<file path="config.mk">
export PLATFORM = sky130hd
export DESIGN_NAME = digital_port_counter_unit
export DESIGN_NICKNAME = d
export VERILOG_FILES = /design/src/dpc_pkg.sv /design/src/digital_port_counter_unit.sv /design/src/line_sync.sv /design/src/count_channel.sv
export VERILOG_INCLUDE_DIRS = /design/src
export SDC_FILE = /design/constraint.sdc
export NUM_CORES = 2
export LEC_CHECK = 0
export BUFFER_PORTS_ARGS = -buffer_cell sky130_fd_sc_hd__buf_2
export CAP_MARGIN = 10
export CORE_MARGIN = 4
export CORE_UTILIZATION = 30
export DETAILED_ROUTE_END_ITERATION = 6
export GPL_TIMING_DRIVEN = 1
export PLACE_DENSITY = 0.51
export SKIP_LAST_GASP = 1
export SLEW_MARGIN = 20
export SYNTH_ARGS = -nofsm -noshare
export SYNTH_HDL_FRONTEND = slang
export SYNTH_SLANG_ARGS = --single-unit
</file>
<file path="constraint.sdc">
create_clock -name clk_sys_i -period 8.7 [get_ports clk_sys_i]
set_clock_uncertainty 0.05 [all_clocks]
set_input_delay 0.435 -clock clk_sys_i [delete_from_list [all_inputs] [get_ports clk_sys_i]]
set_output_delay 0.435 -clock clk_sys_i [all_outputs]
set_load 0.02 [all_outputs]
</file>
<file path="src/dpc_cfg.svh">
// Register offsets, field positions, reset values and timing figures of the port/counter unit
`ifndef DPC_CFG_SVH
`define DPC_CFG_SVH

`define DPC_CLK_PERIOD_PS    64'd40000
`define DPC_PTIME_RES_PS     64'd16670
`define DPC_PTIME_MAX_MS     64'd71580
`define DPC_PS_PER_MS        64'd1000000000

`define DPC_OFS_DIR          8'h00
`define DPC_OFS_OUT          8'h04
`define DPC_OFS_IN_SAMPLE    8'h08
`define DPC_OFS_IN_LIVE      8'h0c
`define DPC_OFS_NCO_INC      8'h10
`define DPC_OFS_CNT_BASE     4'h2
`define DPC_SUB_CFG          2'h0
`define DPC_SUB_COUNT        2'h1
`define DPC_SUB_PERIOD       2'h2

`define DPC_DIR_RST          4'hc
`define DPC_OUT_RST          32'h00000000
`define DPC_NCO_INC_RST      32'h0a3d70a4
`define DPC_CFG_RST          32'h00000000

`define DPC_CFG_MODE_LSB     0
`define DPC_CFG_SELA_LSB     4
`define DPC_CFG_AEN_BIT      9
`define DPC_CFG_SELB_LSB     12
`define DPC_CFG_BEN_BIT      17
`define DPC_CFG_SELR_LSB     20
`define DPC_CFG_REN_BIT      25
`define DPC_CFG_CLR_BIT      31

`define DPC_RESP_OKAY        2'h0
`define DPC_RESP_DECERR      2'h3

`endif

</file>
<file path="src/dpc_pkg.sv">
// Types shared by the port/counter unit
package dpc_pkg;
	typedef enum logic [1:0] {MODE_COUNT, MODE_UPDOWN, MODE_QUAD, MODE_PTIME} count_mode_t;
	typedef logic [31:0] word_t;
endpackage

</file>
<file path="src/digital_port_counter_unit.sv">
// Digital port and counter unit with AXI4-Lite register access
// Operation
// - Three independent counters, each with a 32-bit count.
// - Each counter's A, B and reset inputs selectable from any port line.
// - Plain mode counts one per pulse on input A, up to 12.5 MHz.
// - At top of range the count wraps to the range minimum.
// - A routed reset line clears the counter at any time.
// - Quadrature mode decodes A and phase-shifted B, counting up or down.
// - A counter stays idle until its needed lines are assigned.
// - Up/down and quadrature counts are signed 32-bit; plain count is unsigned.
// - Pulse-time mode measures the interval between rising edges on A, long range.
// - Two 16-line ports; every line works as input or output.
// - Direction is chosen per group of eight adjacent lines.
// - After reset port A is input and port B is output.
// - Digital inputs are sampled on the analog sample instants.
// - Sample clock frequency can be trimmed from a time reference.
`timescale 1ns/1ns
`include "dpc_cfg.svh"
module digital_port_counter_unit import dpc_pkg::*; #(
	parameter int          NUM_CNT          = 3,
	parameter logic [31:0] PTIME_MAX_CYCLES =
		32'(`DPC_PTIME_MAX_MS * `DPC_PS_PER_MS / `DPC_CLK_PERIOD_PS)
) (
	input  wire logic        clk_sys_i,
	input  wire logic        rst_b_i,
	input  wire logic [7:0]  s_axi_awaddr_i,
	input  wire logic        s_axi_awvalid_i,
	output logic             s_axi_awready_o,
	input  wire logic [31:0] s_axi_wdata_i,
	input  wire logic [3:0]  s_axi_wstrb_i,
	input  wire logic        s_axi_wvalid_i,
	output logic             s_axi_wready_o,
	output logic [1:0]       s_axi_bresp_o,
	output logic             s_axi_bvalid_o,
	input  wire logic        s_axi_bready_i,
	input  wire logic [7:0]  s_axi_araddr_i,
	input  wire logic        s_axi_arvalid_i,
	output logic             s_axi_arready_o,
	output logic [31:0]      s_axi_rdata_o,
	output logic [1:0]       s_axi_rresp_o,
	output logic             s_axi_rvalid_o,
	input  wire logic        s_axi_rready_i,
	input  wire logic [31:0] line_in_i,
	output logic      [31:0] line_out_o,
	output logic      [31:0] line_oe_o,
	output logic             sample_tick_o
);
	// Lines 0..15 form port A, 16..31 port B; one direction bit per byte
	word_t       line_sync_q;
	logic [3:0]  dir, next_dir;
	word_t       out_data, next_out_data;
	word_t       nco_inc, next_nco_inc;
	word_t       nco_phase, next_nco_phase;
	logic        next_tick;
	word_t       in_sample, next_in_sample;
	word_t       cnt_cfg [NUM_CNT];
	word_t       next_cnt_cfg [NUM_CNT];
	logic [NUM_CNT-1:0] clr_pulse, next_clr_pulse;
	word_t       cnt_count [NUM_CNT];
	word_t       cnt_period [NUM_CNT];

	logic        aw_held, next_aw_held, w_held, next_w_held;
	logic [7:0]  aw_addr, next_aw_addr;
	word_t       w_data, next_w_data;
	logic [3:0]  w_strb, next_w_strb;
	logic        next_awready, next_wready, next_bvalid, next_arready, next_rvalid;
	logic [1:0]  next_bresp, next_rresp;
	word_t       next_rdata;
	logic        do_write, wr_hit;
	logic [31:0] next_line_oe;

	line_sync #(
		.W(32)
	) u_sync (
		.clk_sys_i(clk_sys_i),
		.rst_b_i  (rst_b_i),
		.async_i  (line_in_i),
		.sync_o   (line_sync_q)
	);

	function automatic word_t merge(input word_t old, input word_t nw, input logic [3:0] strb);
		word_t r;
		r = old;
		for (int i = 0; i < 4; i++) begin
			if (strb[i]) r[8*i +: 8] = nw[8*i +: 8];
		end
		return r;
	endfunction

	function automatic logic addr_known(input logic [7:0] a);
		logic [3:0] idx;
		idx = a[7:4] - `DPC_OFS_CNT_BASE;
		if (a <= `DPC_OFS_NCO_INC) return 1'b1;
		return (a[7:4] >= `DPC_OFS_CNT_BASE) && (32'(idx) < NUM_CNT) && (a[3:2] <= `DPC_SUB_PERIOD);
	endfunction

	function automatic word_t read_reg(input logic [7:0] a);
		logic [3:0] idx;
		word_t r;
		idx = a[7:4] - `DPC_OFS_CNT_BASE;
		r = '0;
		case (a)
			`DPC_OFS_DIR:       r = {28'h0, dir};
			`DPC_OFS_OUT:       r = out_data;
			`DPC_OFS_IN_SAMPLE: r = in_sample;
			`DPC_OFS_IN_LIVE:   r = line_sync_q;
			`DPC_OFS_NCO_INC:   r = nco_inc;
			default: begin
				for (int n = 0; n < NUM_CNT; n++) begin
					if (32'(idx) == n && a[7:4] >= `DPC_OFS_CNT_BASE) begin
						case (a[3:2])
							`DPC_SUB_CFG:    r = cnt_cfg[n] & ~(32'h1 << `DPC_CFG_CLR_BIT);
							`DPC_SUB_COUNT:  r = cnt_count[n];
							`DPC_SUB_PERIOD: r = cnt_period[n];
							default:         r = '0;
						endcase
					end
				end
			end
		endcase
		return r;
	endfunction

	// Bus slave: address and data are taken in either order, response after both
	always_comb begin
		next_aw_held = aw_held;
		next_aw_addr = aw_addr;
		next_w_held  = w_held;
		next_w_data  = w_data;
		next_w_strb  = w_strb;
		next_bvalid  = s_axi_bvalid_o;
		next_bresp   = s_axi_bresp_o;
		if (s_axi_awvalid_i && s_axi_awready_o) begin
			next_aw_held = 1'b1;
			next_aw_addr = {s_axi_awaddr_i[7:2], 2'b00};
		end
		if (s_axi_wvalid_i && s_axi_wready_o) begin
			next_w_held = 1'b1;
			next_w_data = s_axi_wdata_i;
			next_w_strb = s_axi_wstrb_i;
		end
		if (s_axi_bvalid_o && s_axi_bready_i) next_bvalid = 1'b0;
		do_write = aw_held && w_held && !s_axi_bvalid_o;
		wr_hit   = addr_known(aw_addr);
		if (do_write) begin
			next_aw_held = 1'b0;
			next_w_held  = 1'b0;
			next_bvalid  = 1'b1;
			next_bresp   = wr_hit ? `DPC_RESP_OKAY : `DPC_RESP_DECERR;
		end
		next_awready = !next_aw_held && !next_bvalid;
		next_wready  = !next_w_held && !next_bvalid;
	end

	always_comb begin
		next_rvalid = s_axi_rvalid_o;
		next_rdata  = s_axi_rdata_o;
		next_rresp  = s_axi_rresp_o;
		if (s_axi_rvalid_o && s_axi_rready_i) next_rvalid = 1'b0;
		if (s_axi_arvalid_i && s_axi_arready_o) begin
			next_rvalid = 1'b1;
			next_rdata  = read_reg({s_axi_araddr_i[7:2], 2'b00});
			next_rresp  = addr_known({s_axi_araddr_i[7:2], 2'b00}) ? `DPC_RESP_OKAY : `DPC_RESP_DECERR;
		end
		next_arready = !next_rvalid;
	end

	// Register file
	always_comb begin
		logic [3:0] widx;
		widx = aw_addr[7:4] - `DPC_OFS_CNT_BASE;
		next_dir       = dir;
		next_out_data  = out_data;
		next_nco_inc   = nco_inc;
		next_clr_pulse = '0;
		for (int n = 0; n < NUM_CNT; n++) next_cnt_cfg[n] = cnt_cfg[n];
		if (do_write && wr_hit) begin
			case (aw_addr)
				`DPC_OFS_DIR:     next_dir = w_strb[0] ? w_data[3:0] : dir;
				`DPC_OFS_OUT:     next_out_data = merge(out_data, w_data, w_strb);
				`DPC_OFS_NCO_INC: next_nco_inc = merge(nco_inc, w_data, w_strb);
				default: begin
					for (int n = 0; n < NUM_CNT; n++) begin
						if (32'(widx) == n && aw_addr[3:2] == `DPC_SUB_CFG) begin
							next_cnt_cfg[n] = merge(cnt_cfg[n], w_data, w_strb) & ~(32'h1 << `DPC_CFG_CLR_BIT);
							// Clear bit acts once and is not stored
							next_clr_pulse[n] = w_strb[3] & w_data[`DPC_CFG_CLR_BIT];
						end
					end
				end
			endcase
		end
	end

	// Sample clock generator and aligned input sampling
	always_comb begin
		{next_tick, next_nco_phase} = {1'b0, nco_phase} + {1'b0, nco_inc};
		next_in_sample = sample_tick_o ? line_sync_q : in_sample;
		for (int g = 0; g < 4; g++) next_line_oe[8*g +: 8] = {8{dir[g]}};
	end

	always_ff @(posedge clk_sys_i or negedge rst_b_i) begin
		if (!rst_b_i) begin
			aw_held         <= 1'b0;
			aw_addr         <= '0;
			w_held          <= 1'b0;
			w_data          <= '0;
			w_strb          <= '0;
			s_axi_awready_o <= 1'b0;
			s_axi_wready_o  <= 1'b0;
			s_axi_bvalid_o  <= 1'b0;
			s_axi_bresp_o   <= `DPC_RESP_OKAY;
			s_axi_arready_o <= 1'b0;
			s_axi_rvalid_o  <= 1'b0;
			s_axi_rdata_o   <= '0;
			s_axi_rresp_o   <= `DPC_RESP_OKAY;
			dir             <= `DPC_DIR_RST;
			out_data        <= `DPC_OUT_RST;
			nco_inc         <= `DPC_NCO_INC_RST;
			nco_phase       <= '0;
			sample_tick_o   <= 1'b0;
			in_sample       <= '0;
			clr_pulse       <= '0;
			line_out_o      <= `DPC_OUT_RST;
			line_oe_o       <= '0;
			for (int n = 0; n < NUM_CNT; n++) cnt_cfg[n] <= `DPC_CFG_RST;
		end else begin
			aw_held         <= next_aw_held;
			aw_addr         <= next_aw_addr;
			w_held          <= next_w_held;
			w_data          <= next_w_data;
			w_strb          <= next_w_strb;
			s_axi_awready_o <= next_awready;
			s_axi_wready_o  <= next_wready;
			s_axi_bvalid_o  <= next_bvalid;
			s_axi_bresp_o   <= next_bresp;
			s_axi_arready_o <= next_arready;
			s_axi_rvalid_o  <= next_rvalid;
			s_axi_rdata_o   <= next_rdata;
			s_axi_rresp_o   <= next_rresp;
			dir             <= next_dir;
			out_data        <= next_out_data;
			nco_inc         <= next_nco_inc;
			nco_phase       <= next_nco_phase;
			sample_tick_o   <= next_tick;
			in_sample       <= next_in_sample;
			clr_pulse       <= next_clr_pulse;
			line_out_o      <= next_out_data;
			line_oe_o       <= next_line_oe;
			for (int n = 0; n < NUM_CNT; n++) cnt_cfg[n] <= next_cnt_cfg[n];
		end
	end

	// Counters take their inputs only after synchronisation
	for (genvar n = 0; n < NUM_CNT; n++) begin : g_cnt
		count_channel #(
			.PTIME_MAX(PTIME_MAX_CYCLES)
		) u_cnt (
			.clk_sys_i(clk_sys_i),
			.rst_b_i  (rst_b_i),
			.mode_i   (count_mode_t'(cnt_cfg[n][`DPC_CFG_MODE_LSB +: 2])),
			.a_en_i   (cnt_cfg[n][`DPC_CFG_AEN_BIT]),
			.b_en_i   (cnt_cfg[n][`DPC_CFG_BEN_BIT]),
			.r_en_i   (cnt_cfg[n][`DPC_CFG_REN_BIT]),
			.a_i      (line_sync_q[cnt_cfg[n][`DPC_CFG_SELA_LSB +: 5]]),
			.b_i      (line_sync_q[cnt_cfg[n][`DPC_CFG_SELB_LSB +: 5]]),
			.r_i      (line_sync_q[cnt_cfg[n][`DPC_CFG_SELR_LSB +: 5]]),
			.clear_i  (clr_pulse[n]),
			.count_o  (cnt_count[n]),
			.period_o (cnt_period[n])
		);
	end
endmodule

</file>
<file path="src/line_sync.sv">
// Two-stage synchroniser for a bank of port lines
`timescale 1ns/1ns
module line_sync #(
	parameter int W = 32
) (
	input  wire logic         clk_sys_i,
	input  wire logic         rst_b_i,
	input  wire logic [W-1:0] async_i,
	output logic      [W-1:0] sync_o
);
	logic [W-1:0] stage1;
	logic [W-1:0] next_stage1;
	logic [W-1:0] next_sync;

	always_comb begin
		next_stage1 = async_i;
		next_sync   = stage1;
	end

	always_ff @(posedge clk_sys_i or negedge rst_b_i) begin
		if (!rst_b_i) begin
			stage1 <= '0;
			sync_o <= '0;
		end else begin
			stage1 <= next_stage1;
			sync_o <= next_sync;
		end
	end
endmodule

</file>
<file path="src/count_channel.sv">
// One 32-bit counter: plain, up/down, quadrature and pulse-time modes
`timescale 1ns/1ns
`include "dpc_cfg.svh"
module count_channel import dpc_pkg::*; #(
	parameter logic [31:0] PTIME_MAX = 32'hffffffff
) (
	input  wire logic        clk_sys_i,
	input  wire logic        rst_b_i,
	input  wire count_mode_t mode_i,
	input  wire logic        a_en_i,
	input  wire logic        b_en_i,
	input  wire logic        r_en_i,
	input  wire logic        a_i,
	input  wire logic        b_i,
	input  wire logic        r_i,
	input  wire logic        clear_i,
	output word_t            count_o,
	output word_t            period_o
);
	logic  prev_a, prev_b, armed, next_armed;
	word_t timer, next_timer, next_count, next_period;
	logic  rise_a, step_q, up_q, active, clr;

	always_comb begin
		rise_a = a_i & ~prev_a;
		// Both phases changing at once is an illegal step and is dropped
		step_q = (a_i ^ prev_a) ^ (b_i ^ prev_b);
		up_q   = a_i ^ prev_b;
		active = a_en_i & ((mode_i == MODE_UPDOWN || mode_i == MODE_QUAD) ? b_en_i : 1'b1);
		clr    = clear_i | (r_en_i & r_i);
		next_count  = count_o;
		next_period = period_o;
		next_timer  = (timer >= PTIME_MAX) ? PTIME_MAX : timer + 32'h1;
		next_armed  = armed;
		if (clr) begin
			next_count = '0;
			next_timer = '0;
			next_armed = 1'b0;
		end else if (active) begin
			case (mode_i)
				MODE_COUNT: if (rise_a) next_count = count_o + 32'h1;
				MODE_UPDOWN: if (rise_a) next_count = b_i ? count_o - 32'h1 : count_o + 32'h1;
				MODE_QUAD: if (step_q) next_count = up_q ? count_o + 32'h1 : count_o - 32'h1;
				MODE_PTIME: if (rise_a) begin
					if (armed) next_period = next_timer;
					next_timer = '0;
					next_armed = 1'b1;
				end
				default: next_count = count_o;
			endcase
		end else begin
			next_armed = 1'b0;
		end
	end

	always_ff @(posedge clk_sys_i or negedge rst_b_i) begin
		if (!rst_b_i) begin
			prev_a   <= 1'b0;
			prev_b   <= 1'b0;
			armed    <= 1'b0;
			timer    <= '0;
			count_o  <= '0;
			period_o <= '0;
		end else begin
			prev_a   <= a_i;
			prev_b   <= b_i;
			armed    <= next_armed;
			timer    <= next_timer;
			count_o  <= next_count;
			period_o <= next_period;
		end
	end
endmodule

</file>
Word-level counts from Yosys, hierarchy flattened --
Cells that the tools add are included.
Cells by class: add/subtract/negate cells 12, magnitude comparators 20, equality and inequality tests 36, mux-type cells 102, bitwise operators 32, reductions and logical operators 74
Operator list (number):
- 2-to-1 mux 32 bit | 39
- case mux 32 bit (3 select lines) | 6
- adder 32 x 1 -> 32 bit, second input constant | 6
- case mux 32 bit (5 select lines) | 1
- greater-or-equal comparator 32 x 31 -> 1 bit, second input constant | 3
- subtractor 32 x 1 -> 32 bit, second input constant | 3
- < comparator 5 x 6 -> 1 bit, second input constant | 9
- AND reduction 4 bit | 12
- binary-select mux 1 bit (select 5 bit) | 9
- 2-to-1 mux 1 bit | 43
- adder 32 x 32 -> 33 bit | 1
- AND reduction 5 bit | 6
- inequality test 3 x 1 -> 1 bit, second input constant | 9
- AND reduction 3 bit | 9
- logical AND 1 bit | 20
- <= comparator 8 x 5 -> 1 bit, second input constant | 2
- == test 2 bit, second input constant | 7
- == test 6 x 1 -> 1 bit, second input constant | 2
- == test 6 x 2 -> 1 bit, second input constant | 2
- == test 6 x 3 -> 1 bit, second input constant | 2
- nonzero test 4 bit | 3
- XOR 1 bit | 12
- bitwise AND 1 bit | 10
- logical NOT 2 bit | 5
- other kinds (21) | 55
Storage, ports and cells: register bits after elaboration 700, input port bits 91, output and inout port bits 106, logic and storage cells 335

Longest topological paths before layout --
depth in word-level cells 8, mapped depth 15, mapped depth without buffers 12

Modules after synthesis --
Synthesis repeated with hierarchy kept, for this count alone.
Second synthesis, totals: cells, all modules 3744, area total of the unflattened synthesis 38316.7 sq um
Modules (own cells, without submodules):
- digital_port_counter_unit | instances 1, cells an instance 1638, area each 19045.8 sq um, sequential area each 7926.4 sq um
- count_channel (g_cnt[1].u_cnt ...) | instances 2, cells an instance 679, area each 5801.8 sq um, sequential area each 2477.4 sq um
- count_channel (g_cnt[0].u_cnt) | instances 1, cells an instance 684, area each 6065.8 sq um, sequential area each 2477.4 sq um
- line_sync | instances 1, cells an instance 64, area each 1601.5 sq um, sequential area each 1601.5 sq um

Worst setup path after synthesis --
No wires, ideal clock.
kind register -> register, from reg cnt_cfg[5] in the netlist's numbering, to reg g_cnt[2].u_cnt.count_o[15], library setup time 135 ps, arrival time 3537 ps, data required time 8515 ps, slack 4978 ps, stages on the path, launching flop included 15, path buffers 3, clock period less this slack 3722 ps, path through dfrtp_1 buf_2 mux4_2 mux4_2 mux2i_2 inv_1 ha_1 xor2_1 xnor2_1 nor2_1 or3_1 clkbuf_1 buf_2 o311ai_1 o31ai_1
Between the ends: word-level cells in the longest chain between the ends 8, elaborated cells on any way between the ends 15, classes of those cells 3 x eq/ne; 7 x mux; 4 x bitwise; 1 x reduce/logical
RTL lines:
- from (decl) | line digital_port_counter_unit.sv:56 | word_t cnt_cfg [NUM_CNT];
- binary-select mux 1 bit (select 5 bit) * | line digital_port_counter_unit.sv:265 | .a_i (line_sync_q[cnt_cfg[n][`DPC_CFG_SELA_LSB +: 5]]),
- 2-to-1 mux 1 bit * | line digital_port_counter_unit.sv:265
- via g_cnt[2].u_cnt.a_i | line count_channel.sv:13 | input wire logic a_i,
- XOR 1 bit | line count_channel.sv:28 | up_q = a_i ^ prev_b;
- 2-to-1 mux 32 bit (2 in a row) | line count_channel.sv:43 | MODE_QUAD: if (step_q) next_count = up_q ? count_o + 32'h1 : count_o - 32'h1;
- case mux 32 bit (3 select lines) | line count_channel.sv:40 | case (mode_i)
- 2-to-1 mux 32 bit | line count_channel.sv:39 | end else if (active) begin
- 2-to-1 mux 32 bit | line count_channel.sv:35 | if (clr) begin
- to (signal assigned) | line count_channel.sv:69 | count_o <= next_count;
- to (decl) | line count_channel.sv:17 | output word_t count_o,
The timed path passes the listed nets; every way through them passes the cells marked *. The select of a mux whose other input is x is not followed. A chain may end at the register's enable or synchronous reset.

Worst setup path after layout --
from reg cnt_cfg[38] in the netlist's numbering, to reg g_cnt[1].u_cnt.count_o[26]
Between the ends: word-level cells in the longest chain between the ends 8, elaborated cells on any way between the ends 15, classes of those cells 3 x eq/ne; 7 x mux; 4 x bitwise; 1 x reduce/logical
RTL lines (line):
- binary-select mux 1 bit (select 5 bit) * | digital_port_counter_unit.sv:265
- 2-to-1 mux 1 bit * | digital_port_counter_unit.sv:265
- via g_cnt[1].u_cnt.a_i | count_channel.sv:13
- XOR 1 bit | count_channel.sv:28
- 2-to-1 mux 32 bit (2 in a row) | count_channel.sv:43
- case mux 32 bit (3 select lines) | count_channel.sv:40
- 2-to-1 mux 32 bit | count_channel.sv:39
- 2-to-1 mux 32 bit | count_channel.sv:35
- to (signal assigned) | count_channel.sv:69
- to (decl) | count_channel.sv:17
Marked as above.

==> metrics.cfg <==
[placement]
port_buffers=192
dpl_worst_slack_ps=3780
place.detailed.hpwl_um=96600
gp_congestion=0.886

[min_path]
hold_path.class=in -> reg
hp-start=s_axi_wdata_i[1]

[clocking]
cts_made_buffers=79
cts_tree=done
post_cts_buffers=0
clk_latency_ps=660
htree_levels=3
clockRootBuffer=clkbuf_16
path_clk_slew_ps=50
cts_sinks=677
cts_buffer_depth=3

[yosys]
ys_seq_area_share_pct=44.6
avgSynthCellArea_um2=10.0
synth-main-ff-cell=dfrtp_1
synth_cell_type_count=89
syn_inst=3789
synth_top_cell_area_share_pct=43.5
synth-edff-count=0
yosysTopAreaCell=dfrtp_1
ys_top_cells_by_area=dfrtp_1 44%, mux2_2 7.4%, mux4_2 4.7%
synth.ff_latch_count=677
synthArstFlopShare_pct=100
yosysWarnings=0
synthesis.area_um2=38100

[timing]
worst_pin_slew_ps=1080
final-setup-viol-count=0
max-slew-margin-rel_pct=27.1
final_max_slew_viol_count=0
fin_ws_ps=3840
fmax_mhz=206
holdWs_ps=126
hold_viol=0
finalCritPeriodShare_pct=55.8
tns_ps=0
rsz0062_at_grt=no
fin_crit_ps=4860

[global_routing]
grt_pass1_vias=29737
met2_usage_pct=30.2
use_met1_pct=28.9
grt_util_met3_pct=4.49
antenna_found_initial=9
grt_overflow_total=0
grtUsageTotal_pct=20.1
grt_max_degree=166
busiest_layer=met2
grt_first_pass_wirelength_um=202000

[die]
initial_utilization_pct=30.3
chipWidth_um=364
die_h_um=364
dieArea_um2=133000
core_um2=126000
fp-row-count=130
ios=197

[run]
cap_violations=0

[layout]
fin_nets=4001
final_util_pct=34.7
drive_above_1_share_pct=19.3
area_growth_pct=14.5

[route]
via_per_inst=5.61
drt_first_pass_iters=7
initialDrtViolationCount=3390
antenna_left=0
drt-total-wl_um=136000
routedWlPerCell_um=24.4
drc=1
vias=31198

[critical_path]
cp-end-kind=flop
critical_path_arrival_ps=5330
r2r_start=cnt_cfg[38]$_DFFE_PN0P_
crit_type=reg -> reg
required_ps=9170
cp_max_fo=21
startpoint_type=flop
critPathLaunch=cnt_cfg[38]$_DFFE_PN0P_

[power]
worst_ir_drop_vdd_uv=202
powerDensity_nw_per_um2=245
leakagePower_uw=0.0183

[outcome]
status=finished, violations left
violations=design-rule violations

[critical path, cell delays in order, from the launching register on]
cell and delay (ps):
dfrtp_1 770, mux4_2 590, a22o_1 230, a31oi_1 440
nand2_1 240, ha_1 340, xnor2_1 140, a21oi_1 220
o31a_1 810, nor2_1 410, a31o_2 330, a22o_1 170
[final cells by class]
class / instances / area, um^2
Fill cell: 12617 / 82200
Timing Repair Buffer: 318 / 2150
Antenna cell: 2 / 5.00
Inverter: 72 / 270
Clock inverter: 34 / 410
Clock buffer: 109 / 2260
Tap cell: 1650 / 2060
Sequential cell: 677 / 17000
Multi-Input combinational cell: 2700 / 19500
[registers in the layout, indices dropped and copies added (netlist names), 32 cells and up]
signal	flops
nco_inc	32
cnt_cfg	93
in_sample	32
u_sync.next_sync	32
g_cnt.u_cnt.timer	96
w_data	32
g_cnt.u_cnt.count_o	96
nco_phase	32
u_sync.sync_o	32
g_cnt.u_cnt.period_o	96
s_axi_rdata_o	32
out_data	32
[kinds of logic (layout without fill, tap and decap cells)]
family	after synthesis	in the layout	share of synthesized area [%]
AND/OR/NAND/NOR	1111	1111	13.8
AO/OA/AOI/OAI	942	942	16.7
flip-flops	677	677	44.6
multiplexers	441	441	15.1
buffers and inverters	414	533	4.51
XOR/XNOR	141	141	3.27
adder cells (fa/ha/maj)	62	62	2.06
other	1	5	0.00985
[worst paths after layout]
kind                                                           to  slack, ps  depth (start not counted)
max                        g_cnt[1].u_cnt.count_o[26]$_DFFE_PN0P_       3840                         11
min                                         w_data[1]$_DFFE_PN0P_        130                          2
max reg2reg                g_cnt[1].u_cnt.count_o[26]$_DFFE_PN0P_       3840                         11
min reg2reg                            u_sync.sync_o[0]$_DFF_PN0_        290                          0
max in group asynchronous            s_axi_rdata_o[6]$_DFFE_PN0P_       6060                          4
min in group asynchronous  g_cnt[1].u_cnt.count_o[14]$_DFFE_PN0P_        440                          2
[power by group]
group	switching [uW]	internal, uW
registers	828	3630
logic	1650	1140
clock network	1430	2010
total	3910	6780
[Yosys cell counts, types with 21 or more instances]
library cell  number
a211oi_1          46
a21o_1            25
a21oi_1          189
a221o_1           24
a221oi_1          32
a22o_1            21
a22oi_1           71
a31oi_1           47
and2_1            22
and3_1            62
buf_1             28
buf_2             31
buf_4             31
clkbuf_1         251
dfrtp_1          662
ha_1              61
inv_1             70
mux2_2           250
mux2i_1          110
mux4_2            80
nand2_1          344
nand3_1           87
nand4_1           36
nor2_1           298
nor3_1            97
nor4_1            23
o211ai_1          54
o21ai_0          192
o22ai_1           28
o31ai_1           63
or3_1             29
xnor2_1           66
xor2_1            74
[per-stage QoR]
stage               cell area (um^2)  cells  total power, uW
finish                         43600   5562            10700
global route                   43600   5560            11200
CTS                            43600   5560            10800
detailed placement             40100   5341             7250
global placement               40100   5341             7210
floorplan                      38100   3791             6080
[metal layers]
metal	up-vias	share of wire (%)
met2	1196	44
met5	-	0.029
met4	6	3.1
met1	15687	45
met3	200	8.1
li1	14109	-
[layout by cell type, fill, tap and decap left out, types with 87 or more instances in the layout]
| cell | netlist | layout |
|---|---|---|
| nand2_1 | 344 | 342 |
| nor3_1 | 97 | 96 |
| o21ai_0 | 192 | 190 |
| nand3_1 | 87 | 87 |
| mux2_2 | 250 | 250 |
| mux2i_1 | 110 | 110 |
| a21oi_1 | 189 | 188 |
| nor2_1 | 298 | 297 |
| dfrtp_1 | 662 | 662 |
| buf_2 | 31 | 189 |
[repair_timing]
item | CTS | global route
gates resized for setup | 0 | 0
hold buffers | 76 | 0
endpoints found under the hold margin | 163 | 0
Note: power is estimated with default switching activity, not from simulation.
